$ cat src/core/timer_defs.svh
// Operation
// (RULE1) reset and low power zero the flags
// (RULE2) software writes of 1 never set flags
// (RULE3) zero write clears only after reading 1
// (RULE4) capture on input A sets bit 7
// (RULE5) buffered A moves old A into C
// (RULE6) capture on input B sets bit 6
// (RULE7) input C sets bit 5, even buffered
// (RULE8) input D sets bit 4, even buffered
// (RULE9) buffered C and D flags raise interrupts
// (RULE10) counter equals compare A sets bit 3
// (RULE11) counter equals compare B sets bit 2
// (RULE12) counter wrap to zero sets bit 1
// (RULE13) bit 0 clears counter on match A
// (RULE14) interrupt while flag and enable high
// (RULE15) buffered B moves old B into D
// (RULE16) capture loads regardless of flag state
// (RULE17) hardware set beats software clear
// (RULE18) per-flag read-as-one tracking gates clearing
`ifndef TIMER_DEFS_SVH
`define TIMER_DEFS_SVH
// ----------------------------------------
// register byte offsets
// ----------------------------------------
`define OFS_STATUS 8'h00
`define OFS_CONTROL 8'h04
`define OFS_IRQ_EN 8'h08
`define OFS_COUNTER 8'h0C
`define OFS_CMP_A 8'h10
`define OFS_CMP_B 8'h14
`define OFS_CAP_A 8'h18
`define OFS_CAP_B 8'h1C
`define OFS_CAP_C 8'h20
`define OFS_CAP_D 8'h24
// ----------------------------------------
// field positions
// ----------------------------------------
`define BIT_CAP_A 7
`define BIT_CAP_B 6
`define BIT_CAP_C 5
`define BIT_CAP_D 4
`define BIT_CMP_A 3
`define BIT_CMP_B 2
`define BIT_WRAP 1
`define BIT_CLR_MATCH 0
`define BIT_BUF_A 3
`define BIT_BUF_B 2
// ----------------------------------------
// reset values and counter maximum
// ----------------------------------------
`define STATUS_RST 8'h00
`define CONTROL_RST 8'h00
`define IRQ_EN_RST 7'h00
`define CMP_RST 16'hFFFF
`define CAP_RST 16'h0000
`define CNT_MAX 16'hFFFF
// ----------------------------------------
// prescaler counts
// ----------------------------------------
`define DIV_2 5'd1
`define DIV_8 5'd7
`define DIV_32 5'd31
`endif

$ cat src/core/timer_pkg.sv
package timer_pkg;
  // read channel sequencing
  typedef enum logic [0:0] {
    RD_IDLE = 1'b0,
    RD_DATA = 1'b1
  } rd_state_t;
  // counter clock selection
  typedef enum logic [1:0] {
    CKS_DIV2 = 2'b00,
    CKS_DIV8 = 2'b01,
    CKS_DIV32 = 2'b10,
    CKS_EXT = 2'b11
  } clk_sel_t;
  // one 16-bit timer word
  typedef logic [15:0] word16_t;
endpackage : timer_pkg

$ cat src/core/timer_evt_if.sv
`timescale 1ns/1ps
// hardware flag-set events, capture side to flag side
interface timer_evt_if;
  logic [7:1] set_vec;
  modport cap (output set_vec);
  modport flg (input set_vec);
endinterface : timer_evt_if

$ cat src/core/timer_flag_unit.sv
`timescale 1ns/1ps
`include "timer_defs.svh"
module timer_flag_unit
  import timer_pkg::*;
(
  // clock and init
  input wire logic clk,
  input wire logic init,
  // events
  timer_evt_if.flg evt,
  // software access
  input wire logic status_rd,
  input wire logic status_wr,
  input wire logic [7:0] wr_byte,
  // state
  output logic [7:0] status
);
  logic [7:1] flag_q; // event flags
  logic [7:1] seen_q; // flag was read as 1
  logic clr_match_q; // counter clear on match a
  logic [7:1] clr_ok; // valid clearing write per flag

  // ----------------------------------------
  // clear qualification
  // ----------------------------------------
  // (RULE3) needs read of one
  // (RULE2) ones are ignored
  assign clr_ok = {7{status_wr}} & ~wr_byte[7:1] & seen_q;

  // flags: set has priority over clear
  always_ff @(posedge clk) begin
    // (RULE1) init to zero
    if (init) begin
      flag_q <= '0;
    end else begin
      // (RULE17) set wins clear
      flag_q <= evt.set_vec | (flag_q & ~clr_ok);
    end
  end

  // read-as-one tracking, cleared on every set
  always_ff @(posedge clk) begin
    if (init) begin
      seen_q <= '0;
    end else begin
      // (RULE18) per flag tracking
      seen_q <= (seen_q | ({7{status_rd}} & flag_q))
                & ~evt.set_vec & ~clr_ok;
    end
  end

  // ordinary read/write control bit
  always_ff @(posedge clk) begin
    if (init) begin
      clr_match_q <= 1'b0;
    end else if (status_wr) begin
      // (RULE13) plain rw bit
      clr_match_q <= wr_byte[`BIT_CLR_MATCH];
    end
  end

  assign status = {flag_q, clr_match_q};
endmodule : timer_flag_unit

$ cat src/core/timer_capture_unit.sv
`timescale 1ns/1ps
`include "timer_defs.svh"
module timer_capture_unit
  import timer_pkg::*;
(
  // clock and init
  input wire logic clk,
  input wire logic init,
  // capture pins, asynchronous
  input wire logic [3:0] capture_in,
  // configuration
  input wire logic [3:0] edge_sel,
  input wire logic buffer_enable_a,
  input wire logic buffer_enable_b,
  input wire clk_sel_t clk_sel,
  input wire logic clear_on_match_a,
  input wire word16_t compare_reg_a,
  input wire word16_t compare_reg_b,
  // counter write
  input wire logic cnt_wr,
  input wire word16_t cnt_wdata,
  // state
  output word16_t free_running_counter,
  output word16_t capture_reg_a,
  output word16_t capture_reg_b,
  output word16_t capture_reg_c,
  output word16_t capture_reg_d,
  // events
  timer_evt_if.cap evt
);
  logic [3:0] sync1_q, sync2_q, prev_q; // pin synchroniser
  logic [3:0] rise, fall, ev; // edges per pin
  logic ev_a, ev_b; // channel a/b capture events
  logic [4:0] div_q, div_lim; // prescaler
  logic tick, match_a, match_b, wrap;

  // two flops before any logic sees a pin
  always_ff @(posedge clk) begin
    sync1_q <= capture_in;
    sync2_q <= sync1_q;
    prev_q <= sync2_q;
  end

  assign rise = sync2_q & ~prev_q;
  assign fall = ~sync2_q & prev_q;
  assign ev = (edge_sel & rise) | (~edge_sel & fall);
  // buffered pair: differing selects capture both edges
  assign ev_a = buffer_enable_a
      ? (((edge_sel[3] | edge_sel[1]) & rise[3]) |
         (~(edge_sel[3] & edge_sel[1]) & fall[3]))
      : ev[3];
  assign ev_b = buffer_enable_b
      ? (((edge_sel[2] | edge_sel[0]) & rise[2]) |
         (~(edge_sel[2] & edge_sel[0]) & fall[2]))
      : ev[2];

  // prescaler limit; external source keeps counter still
  always_comb begin
    case (clk_sel)
      CKS_DIV2: div_lim = `DIV_2;
      CKS_DIV8: div_lim = `DIV_8;
      default: div_lim = `DIV_32;
    endcase
  end

  always_ff @(posedge clk) begin
    if (init || div_q >= div_lim) begin
      div_q <= '0;
    end else begin
      div_q <= div_q + 5'd1;
    end
  end

  assign tick = (div_q == div_lim) && (clk_sel != CKS_EXT);
  assign match_a = tick && free_running_counter == compare_reg_a;
  assign match_b = tick && free_running_counter == compare_reg_b;
  // a clear by match a is not counted as a wrap
  assign wrap = tick && free_running_counter == `CNT_MAX
      && !(match_a && clear_on_match_a);

  // counter: software write, match clear, increment
  always_ff @(posedge clk) begin
    if (init) begin
      free_running_counter <= '0;
    end else if (cnt_wr) begin
      free_running_counter <= cnt_wdata;
    end else if (match_a && clear_on_match_a) begin
      // (RULE13) clear on match
      free_running_counter <= '0;
    end else if (tick) begin
      free_running_counter <= free_running_counter + 16'h0001;
    end
  end

  // capture a and b, loaded whatever the flags hold
  always_ff @(posedge clk) begin
    if (init) begin
      capture_reg_a <= `CAP_RST;
      capture_reg_b <= `CAP_RST;
    end else begin
      // (RULE16) load regardless flag
      if (ev_a) begin
        capture_reg_a <= free_running_counter;
      end
      if (ev_b) begin
        capture_reg_b <= free_running_counter;
      end
    end
  end

  // capture c and d, or buffers of a and b
  always_ff @(posedge clk) begin
    if (init) begin
      capture_reg_c <= `CAP_RST;
      capture_reg_d <= `CAP_RST;
    end else begin
      // (RULE5) buffer a into c
      if (buffer_enable_a) begin
        if (ev_a) begin
          capture_reg_c <= capture_reg_a;
        end
      end else if (ev[1]) begin
        capture_reg_c <= free_running_counter;
      end
      // (RULE15) buffer b into d
      if (buffer_enable_b) begin
        if (ev_b) begin
          capture_reg_d <= capture_reg_b;
        end
      end else if (ev[0]) begin
        capture_reg_d <= free_running_counter;
      end
    end
  end

  // (RULE4) capture a flag
  assign evt.set_vec[`BIT_CAP_A] = ev_a;
  // (RULE6) capture b flag
  assign evt.set_vec[`BIT_CAP_B] = ev_b;
  // (RULE7) c flag always set
  assign evt.set_vec[`BIT_CAP_C] = ev[1];
  // (RULE8) d flag always set
  assign evt.set_vec[`BIT_CAP_D] = ev[0];
  // (RULE10) compare a flag
  assign evt.set_vec[`BIT_CMP_A] = match_a;
  // (RULE11) compare b flag
  assign evt.set_vec[`BIT_CMP_B] = match_b;
  // (RULE12) wrap flag
  assign evt.set_vec[`BIT_WRAP] = wrap;
endmodule : timer_capture_unit

$ cat src/core/timer_event_status_top.sv
`timescale 1ns/1ps
`include "timer_defs.svh"
module timer_event_status_top
  import timer_pkg::*;
#(
  parameter int ADDR_W = 8
) (
  // clock and reset
  input wire logic clk,
  input wire logic reset,
  // low power entry, same clock domain
  input wire logic low_power_enter,
  // capture pins
  input wire logic [3:0] capture_in,
  // axi4-lite write address
  input wire logic s_axi_awvalid,
  output logic s_axi_awready,
  input wire logic [ADDR_W-1:0] s_axi_awaddr,
  input wire logic [2:0] s_axi_awprot,
  // axi4-lite write data
  input wire logic s_axi_wvalid,
  output logic s_axi_wready,
  input wire logic [31:0] s_axi_wdata,
  input wire logic [3:0] s_axi_wstrb,
  // axi4-lite write response
  output logic s_axi_bvalid,
  input wire logic s_axi_bready,
  output logic [1:0] s_axi_bresp,
  // axi4-lite read address
  input wire logic s_axi_arvalid,
  output logic s_axi_arready,
  input wire logic [ADDR_W-1:0] s_axi_araddr,
  input wire logic [2:0] s_axi_arprot,
  // axi4-lite read data
  output logic s_axi_rvalid,
  input wire logic s_axi_rready,
  output logic [31:0] s_axi_rdata,
  output logic [1:0] s_axi_rresp,
  // interrupt requests, one per flag
  output logic [7:1] irq_req
);
  // ----------------------------------------
  // declarations
  // ----------------------------------------
  localparam logic [1:0] RESP_OKAY = 2'b00;
  localparam logic [1:0] RESP_SLVERR = 2'b10;

  logic init; // reset or low power entry
  // write channel holding state
  logic [ADDR_W-1:0] aw_addr_q; // latched write address
  logic [31:0] w_data_q; // latched write data
  logic [3:0] w_strb_q; // latched byte enables
  logic do_write; // both halves held, perform
  logic wr_hit; // write address decoded
  // read channel
  rd_state_t rd_state_q; // read sequencer
  logic rd_take; // read address handshake
  logic [31:0] rd_word; // decoded read word
  logic rd_hit; // read address decoded
  // software registers
  logic [7:0] timer_control_q; // edges, buffers, clock
  logic [7:1] irq_enable_q; // per flag enables
  word16_t compare_reg_a_q; // compare a
  word16_t compare_reg_b_q; // compare b
  // capture unit results
  word16_t free_running_counter;
  word16_t capture_reg_a, capture_reg_b;
  word16_t capture_reg_c, capture_reg_d;
  // status path
  logic [7:0] timer_event_status;
  logic status_rd, status_wr, cnt_wr;

  timer_evt_if evt_bus ();

  assign init = reset | low_power_enter;

  // ----------------------------------------
  // helpers
  // ----------------------------------------
  // merge byte lanes of a 16-bit register
  function automatic word16_t merge16(
    input word16_t old,
    input logic [31:0] data,
    input logic [3:0] strb
  );
    word16_t res;
    res = old;
    if (strb[0]) begin
      res[7:0] = data[7:0];
    end
    if (strb[1]) begin
      res[15:8] = data[15:8];
    end
    return res;
  endfunction : merge16

  // true when an address names a register
  function automatic logic mapped(input logic [ADDR_W-1:0] a);
    logic [7:0] ofs;
    ofs = a[7:0];
    return (ofs[1:0] == 2'b00) && (ofs <= `OFS_CAP_D);
  endfunction : mapped

  // ----------------------------------------
  // write address channel
  // ----------------------------------------
  // ready drops once an address is held, back after b
  always_ff @(posedge clk) begin
    if (reset) begin
      s_axi_awready <= 1'b1;
      aw_addr_q <= '0;
    end else if (s_axi_awvalid && s_axi_awready) begin
      s_axi_awready <= 1'b0;
      aw_addr_q <= s_axi_awaddr;
    end else if (s_axi_bvalid && s_axi_bready) begin
      s_axi_awready <= 1'b1;
    end
  end

  // ----------------------------------------
  // write data channel
  // ----------------------------------------
  // data may arrive before, with or after the address
  always_ff @(posedge clk) begin
    if (reset) begin
      s_axi_wready <= 1'b1;
      w_data_q <= '0;
      w_strb_q <= '0;
    end else if (s_axi_wvalid && s_axi_wready) begin
      s_axi_wready <= 1'b0;
      w_data_q <= s_axi_wdata;
      w_strb_q <= s_axi_wstrb;
    end else if (s_axi_bvalid && s_axi_bready) begin
      s_axi_wready <= 1'b1;
    end
  end

  // one write at a time: performed exactly once
  assign do_write = !s_axi_awready && !s_axi_wready && !s_axi_bvalid;
  assign wr_hit = mapped(aw_addr_q);

  // ----------------------------------------
  // write response channel
  // ----------------------------------------
  always_ff @(posedge clk) begin
    if (reset) begin
      s_axi_bvalid <= 1'b0;
      s_axi_bresp <= RESP_OKAY;
    end else if (do_write) begin
      s_axi_bvalid <= 1'b1;
      // unmapped addresses answer slave error
      s_axi_bresp <= wr_hit ? RESP_OKAY : RESP_SLVERR;
    end else if (s_axi_bready) begin
      s_axi_bvalid <= 1'b0;
    end
  end

  // ----------------------------------------
  // write side effects
  // ----------------------------------------
  // status and counter writes are pulses to the units
  assign status_wr = do_write && w_strb_q[0]
      && aw_addr_q[7:0] == `OFS_STATUS;
  assign cnt_wr = do_write && (w_strb_q[1:0] != 2'b00)
      && aw_addr_q[7:0] == `OFS_COUNTER;

  // ----------------------------------------
  // software registers
  // ----------------------------------------
  // control and enables, cleared by low power too
  always_ff @(posedge clk) begin
    if (init) begin
      timer_control_q <= `CONTROL_RST;
      irq_enable_q <= `IRQ_EN_RST;
    end else if (do_write && w_strb_q[0]) begin
      // address decode for byte-wide registers
      if (aw_addr_q[7:0] == `OFS_CONTROL) begin
        timer_control_q <= w_data_q[7:0];
      end else if (aw_addr_q[7:0] == `OFS_IRQ_EN) begin
        irq_enable_q <= w_data_q[7:1];
      end
    end
  end

  // compare registers start at all ones
  always_ff @(posedge clk) begin
    if (init) begin
      compare_reg_a_q <= `CMP_RST;
      compare_reg_b_q <= `CMP_RST;
    end else if (do_write) begin
      // address decode for compare words
      if (aw_addr_q[7:0] == `OFS_CMP_A) begin
        compare_reg_a_q <= merge16(compare_reg_a_q, w_data_q,
                                   w_strb_q);
      end else if (aw_addr_q[7:0] == `OFS_CMP_B) begin
        compare_reg_b_q <= merge16(compare_reg_b_q, w_data_q,
                                   w_strb_q);
      end
    end
  end

  // ----------------------------------------
  // read channel
  // ----------------------------------------
  assign rd_take = s_axi_arvalid && s_axi_arready;
  assign rd_hit = mapped(s_axi_araddr);
  // reading status arms the clearing of flags seen as 1
  assign status_rd = rd_take && s_axi_araddr[7:0] == `OFS_STATUS;

  // read decode; reserved bits read as zero, except enable bit 0
  always_comb begin
    rd_word = '0;
    if (s_axi_araddr[7:0] == `OFS_STATUS) begin
      rd_word[7:0] = timer_event_status;
    end else if (s_axi_araddr[7:0] == `OFS_CONTROL) begin
      rd_word[7:0] = timer_control_q;
    end else if (s_axi_araddr[7:0] == `OFS_IRQ_EN) begin
      // lowest enable bit is reserved and reads as one
      rd_word[7:0] = {irq_enable_q, 1'b1};
    end else if (s_axi_araddr[7:0] == `OFS_COUNTER) begin
      rd_word[15:0] = free_running_counter;
    end else if (s_axi_araddr[7:0] == `OFS_CMP_A) begin
      rd_word[15:0] = compare_reg_a_q;
    end else if (s_axi_araddr[7:0] == `OFS_CMP_B) begin
      rd_word[15:0] = compare_reg_b_q;
    end else if (s_axi_araddr[7:0] == `OFS_CAP_A) begin
      rd_word[15:0] = capture_reg_a;
    end else if (s_axi_araddr[7:0] == `OFS_CAP_B) begin
      rd_word[15:0] = capture_reg_b;
    end else if (s_axi_araddr[7:0] == `OFS_CAP_C) begin
      rd_word[15:0] = capture_reg_c;
    end else if (s_axi_araddr[7:0] == `OFS_CAP_D) begin
      rd_word[15:0] = capture_reg_d;
    end
  end

  // read sequencer: data follows the address by one cycle
  always_ff @(posedge clk) begin
    if (reset) begin
      rd_state_q <= RD_IDLE;
      s_axi_arready <= 1'b1;
      s_axi_rvalid <= 1'b0;
      s_axi_rdata <= '0;
      s_axi_rresp <= RESP_OKAY;
    end else begin
      case (rd_state_q)
        RD_IDLE: begin
          if (rd_take) begin
            rd_state_q <= RD_DATA;
            s_axi_arready <= 1'b0;
            s_axi_rvalid <= 1'b1;
            s_axi_rdata <= rd_word;
            s_axi_rresp <= rd_hit ? RESP_OKAY : RESP_SLVERR;
          end
        end
        RD_DATA: begin
          // data held stable until the master takes it
          if (s_axi_rready) begin
            rd_state_q <= RD_IDLE;
            s_axi_arready <= 1'b1;
            s_axi_rvalid <= 1'b0;
          end
        end
        default: begin
          rd_state_q <= RD_IDLE;
        end
      endcase
    end
  end

  // ----------------------------------------
  // interrupt requests
  // ----------------------------------------
  // registered so the request follows the flag by a cycle
  always_ff @(posedge clk) begin
    if (init) begin
      irq_req <= '0;
    end else begin
      // (RULE14) flag and enable
      // (RULE9) c and d too
      irq_req <= timer_event_status[7:1] & irq_enable_q;
    end
  end

  // ----------------------------------------
  // units
  // ----------------------------------------
  // counter, captures and compares
  timer_capture_unit u_capture (
    .clk (clk),
    .init (init),
    .capture_in (capture_in),
    .edge_sel (timer_control_q[7:4]),
    .buffer_enable_a (timer_control_q[`BIT_BUF_A]),
    .buffer_enable_b (timer_control_q[`BIT_BUF_B]),
    .clk_sel (clk_sel_t'(timer_control_q[1:0])),
    .clear_on_match_a (timer_event_status[`BIT_CLR_MATCH]),
    .compare_reg_a (compare_reg_a_q),
    .compare_reg_b (compare_reg_b_q),
    .cnt_wr (cnt_wr),
    .cnt_wdata (merge16(free_running_counter, w_data_q, w_strb_q)),
    .free_running_counter (free_running_counter),
    .capture_reg_a (capture_reg_a),
    .capture_reg_b (capture_reg_b),
    .capture_reg_c (capture_reg_c),
    .capture_reg_d (capture_reg_d),
    .evt (evt_bus.cap)
  );

  // event flags with read-then-clear protocol
  timer_flag_unit u_flags (
    .clk (clk),
    .init (init),
    .evt (evt_bus.flg),
    .status_rd (status_rd),
    .status_wr (status_wr),
    .wr_byte (w_data_q[7:0]),
    .status (timer_event_status)
  );
endmodule : timer_event_status_top

$ cat config.mk
export PLATFORM = sky130hd
export DESIGN_NAME = timer_event_status_top
export DESIGN_NICKNAME = d
export VERILOG_FILES = /design/src/core/timer_pkg.sv /design/src/core/timer_evt_if.sv /design/src/core/timer_flag_unit.sv /design/src/core/timer_capture_unit.sv /design/src/core/timer_event_status_top.sv
export VERILOG_INCLUDE_DIRS = /design/src /design/src/core
export SDC_FILE = /design/constraint.sdc
export NUM_CORES = 1
export LEC_CHECK = 0
export BUFFER_PORTS_ARGS = -buffer_cell sky130_fd_sc_hd__buf_2
export CELL_PAD_IN_SITES_DETAIL_PLACEMENT = 1
export CELL_PAD_IN_SITES_GLOBAL_PLACEMENT = 2
export CORE_MARGIN = 8
export CORE_UTILIZATION = 32
export DETAILED_ROUTE_END_ITERATION = 6
export PLACE_DENSITY = 0.73
export SYNTH_ARGS = -nofsm -noshare
export SYNTH_HDL_FRONTEND = slang
export SYNTH_SLANG_ARGS = --single-unit
$ cat constraint.sdc
create_clock -name clk -period 2.64 [get_ports clk]
set_input_delay 0.528 -clock clk [delete_from_list [all_inputs] [get_ports clk]]
set_output_delay 0.528 -clock clk [all_outputs]
set_load 0.01 [all_outputs]
; ---- Yosys cells after proc, flatten, opt, wreduce, memory -nomap -nowiden
; Cells that the tools add are included.
[word_totals]
input_bits = 70
ff_bits = 218
output_inout_bits = 48
latch_bits = 0
ramBits = 0
wordCells = 190
mem_count = 0
mem_bits_ro = 0
[classes]
bitwise_logic = 36
mux = 43
mul = 0
order_cmp = 3
div = 0
n_addsub = 2
n_eq_ne = 26
reduce_logical = 48
shift = 0
[op_table]
columns = operator, n
row1 = 16-bit two-way mux, 16
row2 = 8-bit two-way mux, 8
row3 = 7-bit AND, 7
row4 = 8-bit by 5-bit equality test with 1-bit output (second input constant), 6
row5 = 16-bit equality test, 2
row6 = 8-bit by 4-bit equality test with 1-bit output (second input constant), 4
row7 = 7-bit NOT, 3
row8 = 1-bit logical AND, 19
row9 = 16-bit by 1-bit adder with 16-bit output (second input constant), 1
row10 = 4-bit AND, 4
row11 = 16-bit equality test (second input constant), 1
row12 = 8-bit by 3-bit equality test with 1-bit output (second input constant), 2
row13 = 8-bit by 6-bit equality test with 1-bit output (second input constant), 2
row14 = 8-bit by 6-bit less-or-equal comparator with 1-bit output (second input constant), 2
row15 = 8-bit zero test, 2
row16 = 7-bit OR, 2
row17 = 2-bit AND reduction, 7
row18 = 1-bit two-way mux, 13
row19 = 4-bit NOT, 3
row20 = 2-bit nonzero test, 6
row21 = 2-bit inequality test (second input constant), 5
row22 = 5-bit case mux with 2 select lines, 1
row23 = 3-bit AND reduction, 3
row24 = 4-bit AND reduction, 2
row25 = 15 further kinds, 37

; ---- Depth between registers and ports, before layout
[logic_depth]
depth_word = 11
mapped_depth = 10
ltp_nobuf = 8

; ---- Cells and area by module
; From an unflattened synthesis, not the netlist that was laid out.
[unflattened]
cells_unflattened = 1218
area_unflattened_um2 = 10714.0
[modules_own_cells]
columns = mod, n_inst, seq_area_each_um2, area_per_inst_um2, cells_each
row1 = timer_event_status_top, 1, 2082.0, 5424.0, 650
row2 = timer_capture_unit, 1, 1941.9, 4682.0, 506
row3 = timer_flag_unit, 1, 300.3, 608.1, 62

; ---- Least setup slack after synthesis
; No wires, ideal clock.
[synth_timing]
path_type = reg2reg
from = reg timer_control_q[1]
to = reg u_capture.free_running_counter[10]
required_time_ns = 2.518
synth_period_minus_slack_ns = 2.652
t_arrival_ns = 2.530
path_stages_with_launch = 11
n_path_buf = 2
path_slack_ns = -0.012
setup_ns = 0.122
cell_sequence = dfxtp_1 -> nor2_1 -> ha_1 -> nand2_1 -> a211oi_1 -> and2_1 -> buf_2 -> a21oi_1 -> buf_4 -> a221oi_1 -> nor2_1
[synth_between]
elab_chain_len = 8
word_cells_on_any_way = 12
cone_classes = eq/ne (3) / mux (3) / reduce/logical (6)
[synth_rtl]
columns = element, line
row1 = "start, declared", timer_event_status_top.sv:61  ; logic [7:0] timer_control_q;
row2 = "start signal, assigned", timer_event_status_top.sv:173  ; timer_control_q <= `CONTROL_RST;
row3 = "start signal, assigned", timer_event_status_top.sv:178  ; timer_control_q <= w_data_q[7:0];
row4 = 2-bit by 1-bit equality test with 1-bit output or 2-bit zero test (tied branches), timer_capture_unit.sv:59  ; case (clk_sel)
row5 = 5-bit case mux with 2 select lines, timer_capture_unit.sv:59
row6 = 5-bit equality test, timer_capture_unit.sv:74  ; assign tick = (div_q == div_lim) && (clk_sel != CKS_EXT);
row7 = 1-bit logical AND *, timer_capture_unit.sv:74
row8 = 1-bit logical AND, timer_capture_unit.sv:75  ; assign match_a = tick && free_running_counter == compare_reg_a;
row9 = 1-bit logical AND, timer_capture_unit.sv:87  ; end else if (match_a && clear_on_match_a) begin
row10 = 3-bit nonzero test (no source line) or 16-bit two-way mux (tied branches), --
row11 = 2-bit AND reduction (no source line) or 16-bit two-way mux (tied branches), --
row12 = "end signal, assigned", timer_capture_unit.sv:86  ; free_running_counter <= cnt_wdata;
row13 = "end signal, assigned", timer_capture_unit.sv:91  ; free_running_counter <= free_running_counter + 16'h0001;
row14 = "end, declared", timer_capture_unit.sv:23  ; output word16_t free_running_counter,
; Every way passes the cells marked *; elsewhere a longest branch is shown, timed or not.
; A chain may end at the register's enable or synchronous reset.

; ---- Worst setup path after layout
[layout_timing]
from = reg aw_addr_q[0]
to = reg u_capture.free_running_counter[13]
[layout_between]
elab_chain_len = 4
word_cells_on_any_way = 6
cone_classes = eq/ne (2) / mux (1) / reduce/logical (3)
[layout_rtl]
columns = element, line
row1 = "start, declared", timer_event_status_top.sv:50  ; logic [ADDR_W-1:0] aw_addr_q;
row2 = "start signal, assigned", timer_event_status_top.sv:114  ; aw_addr_q <= s_axi_awaddr;
row3 = 8-bit by 4-bit equality test with 1-bit output (no source line) *, --
row4 = 1-bit logical AND (no source line) *, --
row5 = 2-bit inequality test (no source line) or 3-bit nonzero test (tied branches), --
row6 = 2-bit AND reduction (no source line), --
; Marks and branches as above.

==> results.txt <==
----------------------------------------------------
[Routing]
  DRT Wirelength ... 35.4 mm
  DR vias ... 9262
  Via-per-instance ratio ... around 5.3
  Detailed Route Iter0 Violations ... 524
  DRT antenna net count ... 0
  Drc violations ... 0
  Routed length per instance ... 20.3 microns
  Drt first pass iters ... 4

[Worst setup path]
  Required @ worst endpoint ... 3.04 ns
  Critical path capture point type ... flip-flop
  CP arrival ... 2.89 ns
  Worst reg2reg startpoint ... aw_addr_q[0]
  Critical path, cell by cell ... or4_1, or4_4, a21oi_4, buf_4, nor4_1, a22oi_1, a21oi_1
  Critical register-to-register path endpoint ... u_capture.free_running_counter[13]
  Critical Path Slowest Stage Cell ... sky130_fd_sc_hd__or4_4
  Maximum single-stage delay on the critical path ... 0.65 ns
  Largest delay share family, worst path ... simple AND/OR/NAND/NOR gates
  Cell depth of the worst flop-to-flop path ... 7
  Category of the worst setup path launch point ... flip-flop
  Crit Path Category ... flip-flop to flip-flop
  Register-to-Register Setup Slack ... 0.15 ns
  Highest fanout seen on the critical path ... 9
  Buffers & Inverters on Critical Path ... 1

[Logic synthesis]
  Post-synthesis cell count ... 1224
  Post-synth top flop ... sky130_fd_sc_hd__dfxtp_1
  Avg Synthesized Cell Area ... around 8.5 sq um
  Cell area after synthesis ... 0.0104 sq mm
  Number of enable flip-flop cells after synthesis ... 0
  Sequential-to-total area share from yosys stat ... 41.6%
  Share of synthesized flip-flops with an asynchronous set or reset ... 0%
  Distinct cells, synth ... 70
  Post-synthesis sequential element count ... approximately 220
  Warning count from the yosys run ... 0

[STA]
  Measured slew at the worst slew-check pin ... 0.951 ns
  Max-slew violation count ... 0
  Worst slew margin ... 36.1%
  Achievable Freq ... approximately 0.4 GHz
  Post-route setup TNS ... 0 ns
  Setup Skew ... between 0.01 and 0.015 ns
  Setup repair after global routing missed its margin ... no
  Period minus WS final ... 2.49 ns
  Fraction of the cycle the final worst path needs ... a little over nine tenths
  Setup-violating endpoint count in the final report ... 0
  Final hold viol count ... 0

[CTS]
  Hold_buf cts ... 0
  Maximum clock path buffer count ... 3
  CTS H-tree lvls ... 1
  Inserted Clock Buffers ... 27
  Gates resized, CTS repair ... 0
  Buffer cell driving the clock tree root ... sky130_fd_sc_hd__clkbuf_16
  Clock tree from TritonCTS ... built
  Clock net sink count ... 216
  Clock insertion delay at the later pin of the skew report ... 0.54 ns
  Worst-path clk slew ... around 0.06 ns

[Global routing]
  Global route total overflow ... 0
  All-Layer GR Usage ... 18.1%
  Global-route wire length before repair ... roughly 56 mm
  Largest net degree at the start of global routing ... 105
  Antenna violations before repair ... 1
  Met2 track utilization from global routing ... 30.5%
  GRT busiest layer ... met2
  Met3 Usage GRT ... 2.31%
  Met1 GRT Util ... approximately a quarter
  Vias in the first global route ... between 9000 and 10000

[Pwr]
  Leakage Power ... 4.76 nW
  Power per cell area ... 630 mW/mm^2
  Highest ir drop seen on vdd ... between 0.0005 and 0.0006 V
  Post-layout total power ... 7.83 mW

[Placed design]
  DP Wirelength ... roughly 25 mm
  Number of buffers inserted by port buffering ... 75
  GP Congestion ... between 0.8 and 0.9

[Die]
  Die outline width ... 196 microns
  Full die area ... 0.0385 sq mm
  Height of the die ... 196 microns
  I/O pin count ... 118
  Initial standard-cell utilization of the core ... roughly a third
  Area of the placeable core ... 0.0322 sq mm
  Total number of placement rows ... 66

[Final layout]
  Filler instances ... 3817
  Post-synthesis to final-layout area growth ... 19.7%
  Register cell area after layout ... between 0.004 and 0.005 sq mm
  Ratio of cells with drive above 1 in the final layout ... approximately 17%
  Post-layout net count ... 1390
  Ant diodes ... 0
  Area taken by multi-input logic gates ... 0.00560 sq mm

[Worst hold path]
  Worst min path class ... primary input to flip-flop
  Worst Hold Depth ... 1
  Origin of the worst min-delay path ... capture_in[2]
  Worst hold endpoint ... u_capture.sync1_q[2]

[Status]
  Run status ... complete, no violations

[Job]
  Number of violations of the max-capacitance limit ... 0

----------------------------------------------------
==> timing repair <==
| action | CTS | global route |
|---|---|---|
| endpoints found under the hold margin | 0 | 0 |
| setup endpoints to repair | 0 | 2 |
| buffers inserted | 0 | 2 |
==> logic make-up after synthesis <==
logic type	after synthesis	share of synthesized area, %
compound gates	272	16.7
xor+xnor	35	2.95
fa+ha+maj	6	0.723
buf+inv	121	5.39
flops	216	41.6
mux	125	12.5
other cells	1	0.0361
simple gates	448	20.1
==> cell type report <==
cell class                      count  share of cell area, %
Clock buffer                       41                   6.75
Inverter                            7                  0.211
Multi-Input combinational cell    904                   45.1
Sequential cell                   216                   34.8
Timing Repair Buffer              158                   8.34
Tap cell                          408                   4.11
Clock inverter                      8                  0.755
==> sequential cells by signal, indices dropped and copies added (netlist names), 8 cells and up <==
signal,cells
s_axi_rdata,16
timer_control_q,8
compare_reg_b_q,16
u_capture.capture_reg_d,16
w_data_q,16
aw_addr_q,8
u_capture.free_running_counter,16
u_capture.capture_reg_b,16
u_capture.capture_reg_a,16
u_capture.capture_reg_c,16
compare_reg_a_q,16
==> power breakdown <==
| part | leakage [nW] | switching (mW) | internal, mW |
|---|---|---|---|
| clock | 0.468 | 1.46 | 2.37 |
| combinational | 2.54 | 0.381 | 0.211 |
| sequential | 1.76 | 0.0791 | 3.34 |
| total | 4.76 | 1.92 | 5.91 |
==> synth_stat cells (19+ instances only) <==
cell / number / area, sq um
sky130_fd_sc_hd__nand2_1: 139 / 522
sky130_fd_sc_hd__a21oi_1: 78 / 390
sky130_fd_sc_hd__buf_1: 20 / 75.1
sky130_fd_sc_hd__buf_4: 22 / 165
sky130_fd_sc_hd__o22ai_1: 20 / 125
sky130_fd_sc_hd__nor2_1: 153 / 574
sky130_fd_sc_hd__dfxtp_1: 216 / 4320
sky130_fd_sc_hd__clkbuf_1: 64 / 240
sky130_fd_sc_hd__a22oi_1: 19 / 143
sky130_fd_sc_hd__o21ai_0: 55 / 275
sky130_fd_sc_hd__xnor2_1: 33 / 289
sky130_fd_sc_hd__nand3_1: 42 / 210
sky130_fd_sc_hd__mux2i_1: 121 / 1210
sky130_fd_sc_hd__a211oi_1: 52 / 390
==> how the worst max path moves through the flow <==
stage | to | start | cells after the start | slack [ns]
4_1_cts | u_capture.free_running_counter[9] | aw_addr_q[0] | 6 | 0.07
3_5_place_dp | u_flags.seen_q[5] | s_axi_araddr[1] | 7 | 0.04
3_3_place_gp | u_flags.seen_q[3] | s_axi_araddr[1] | 8 | 0.07
6_report | u_capture.free_running_counter[13] | aw_addr_q[0] | 7 | 0.15
5_1_grt | u_capture.free_running_counter[10] | aw_addr_q[0] | 7 | 0.01
2_1_floorplan | u_capture.free_running_counter[11] | s_axi_bvalid | 9 | 0.27
==> worst register-to-register path: stages, from the launching register on <==
cell and delay (ns):
sky130_fd_sc_hd__dfxtp_1 0.30, sky130_fd_sc_hd__or4_1 0.63, sky130_fd_sc_hd__or4_4 0.65, sky130_fd_sc_hd__a21oi_4 0.31, sky130_fd_sc_hd__buf_4 0.17, sky130_fd_sc_hd__nor4_1 0.04, sky130_fd_sc_hd__a22oi_1 0.14, sky130_fd_sc_hd__a21oi_1 0.10
==> routing by layer <==
metal / vias to the layer above / wire length, microns
li1: 4501 / -
met5: - / 0
met2: 155 / 16600
met3: 45 / 1220
met1: 4561 / 16800
met4: 0 / 682
==> stage by stage <==
stage	util (%)	worst slack (ns)	hold slack, ns	cells	area (sq um)
floorplan	-	0.270	0.310	1241	10500
global placement	35.6	0.0741	0.313	1691	11500
detailed placement	35.6	0.0399	0.320	1691	11500
CTS	38.5	0.0650	0.0684	1740	12400
global route	38.6	0.0114	0.0694	1742	12400
finish	38.6	0.149	0.0852	1742	12400
==> placed cells by master, fill, tap and decap left out, types with 8 or more instances in the layout <==
cell,Yosys,routed
sky130_fd_sc_hd__nor2b_1,16,16
sky130_fd_sc_hd__a21oi_1,78,78
sky130_fd_sc_hd__o21ai_0,55,55
sky130_fd_sc_hd__clkbuf_8,0,11
sky130_fd_sc_hd__conb_1,1,18
sky130_fd_sc_hd__nor3_1,17,17
sky130_fd_sc_hd__xnor2_1,33,33
sky130_fd_sc_hd__clkbuf_16,0,27
sky130_fd_sc_hd__nand2_1,139,139
sky130_fd_sc_hd__o22ai_1,20,20
sky130_fd_sc_hd__a2111oi_0,8,8
sky130_fd_sc_hd__mux2i_1,121,121
sky130_fd_sc_hd__buf_4,22,80
sky130_fd_sc_hd__and3_1,13,13
sky130_fd_sc_hd__dfxtp_1,216,216
sky130_fd_sc_hd__a211oi_1,52,51
sky130_fd_sc_hd__nand4_1,14,14
sky130_fd_sc_hd__nand3_1,42,42
sky130_fd_sc_hd__nor2_1,153,152
sky130_fd_sc_hd__a22oi_1,19,19
sky130_fd_sc_hd__buf_2,6,75
Note: power is estimated with default switching activity, not from simulation.
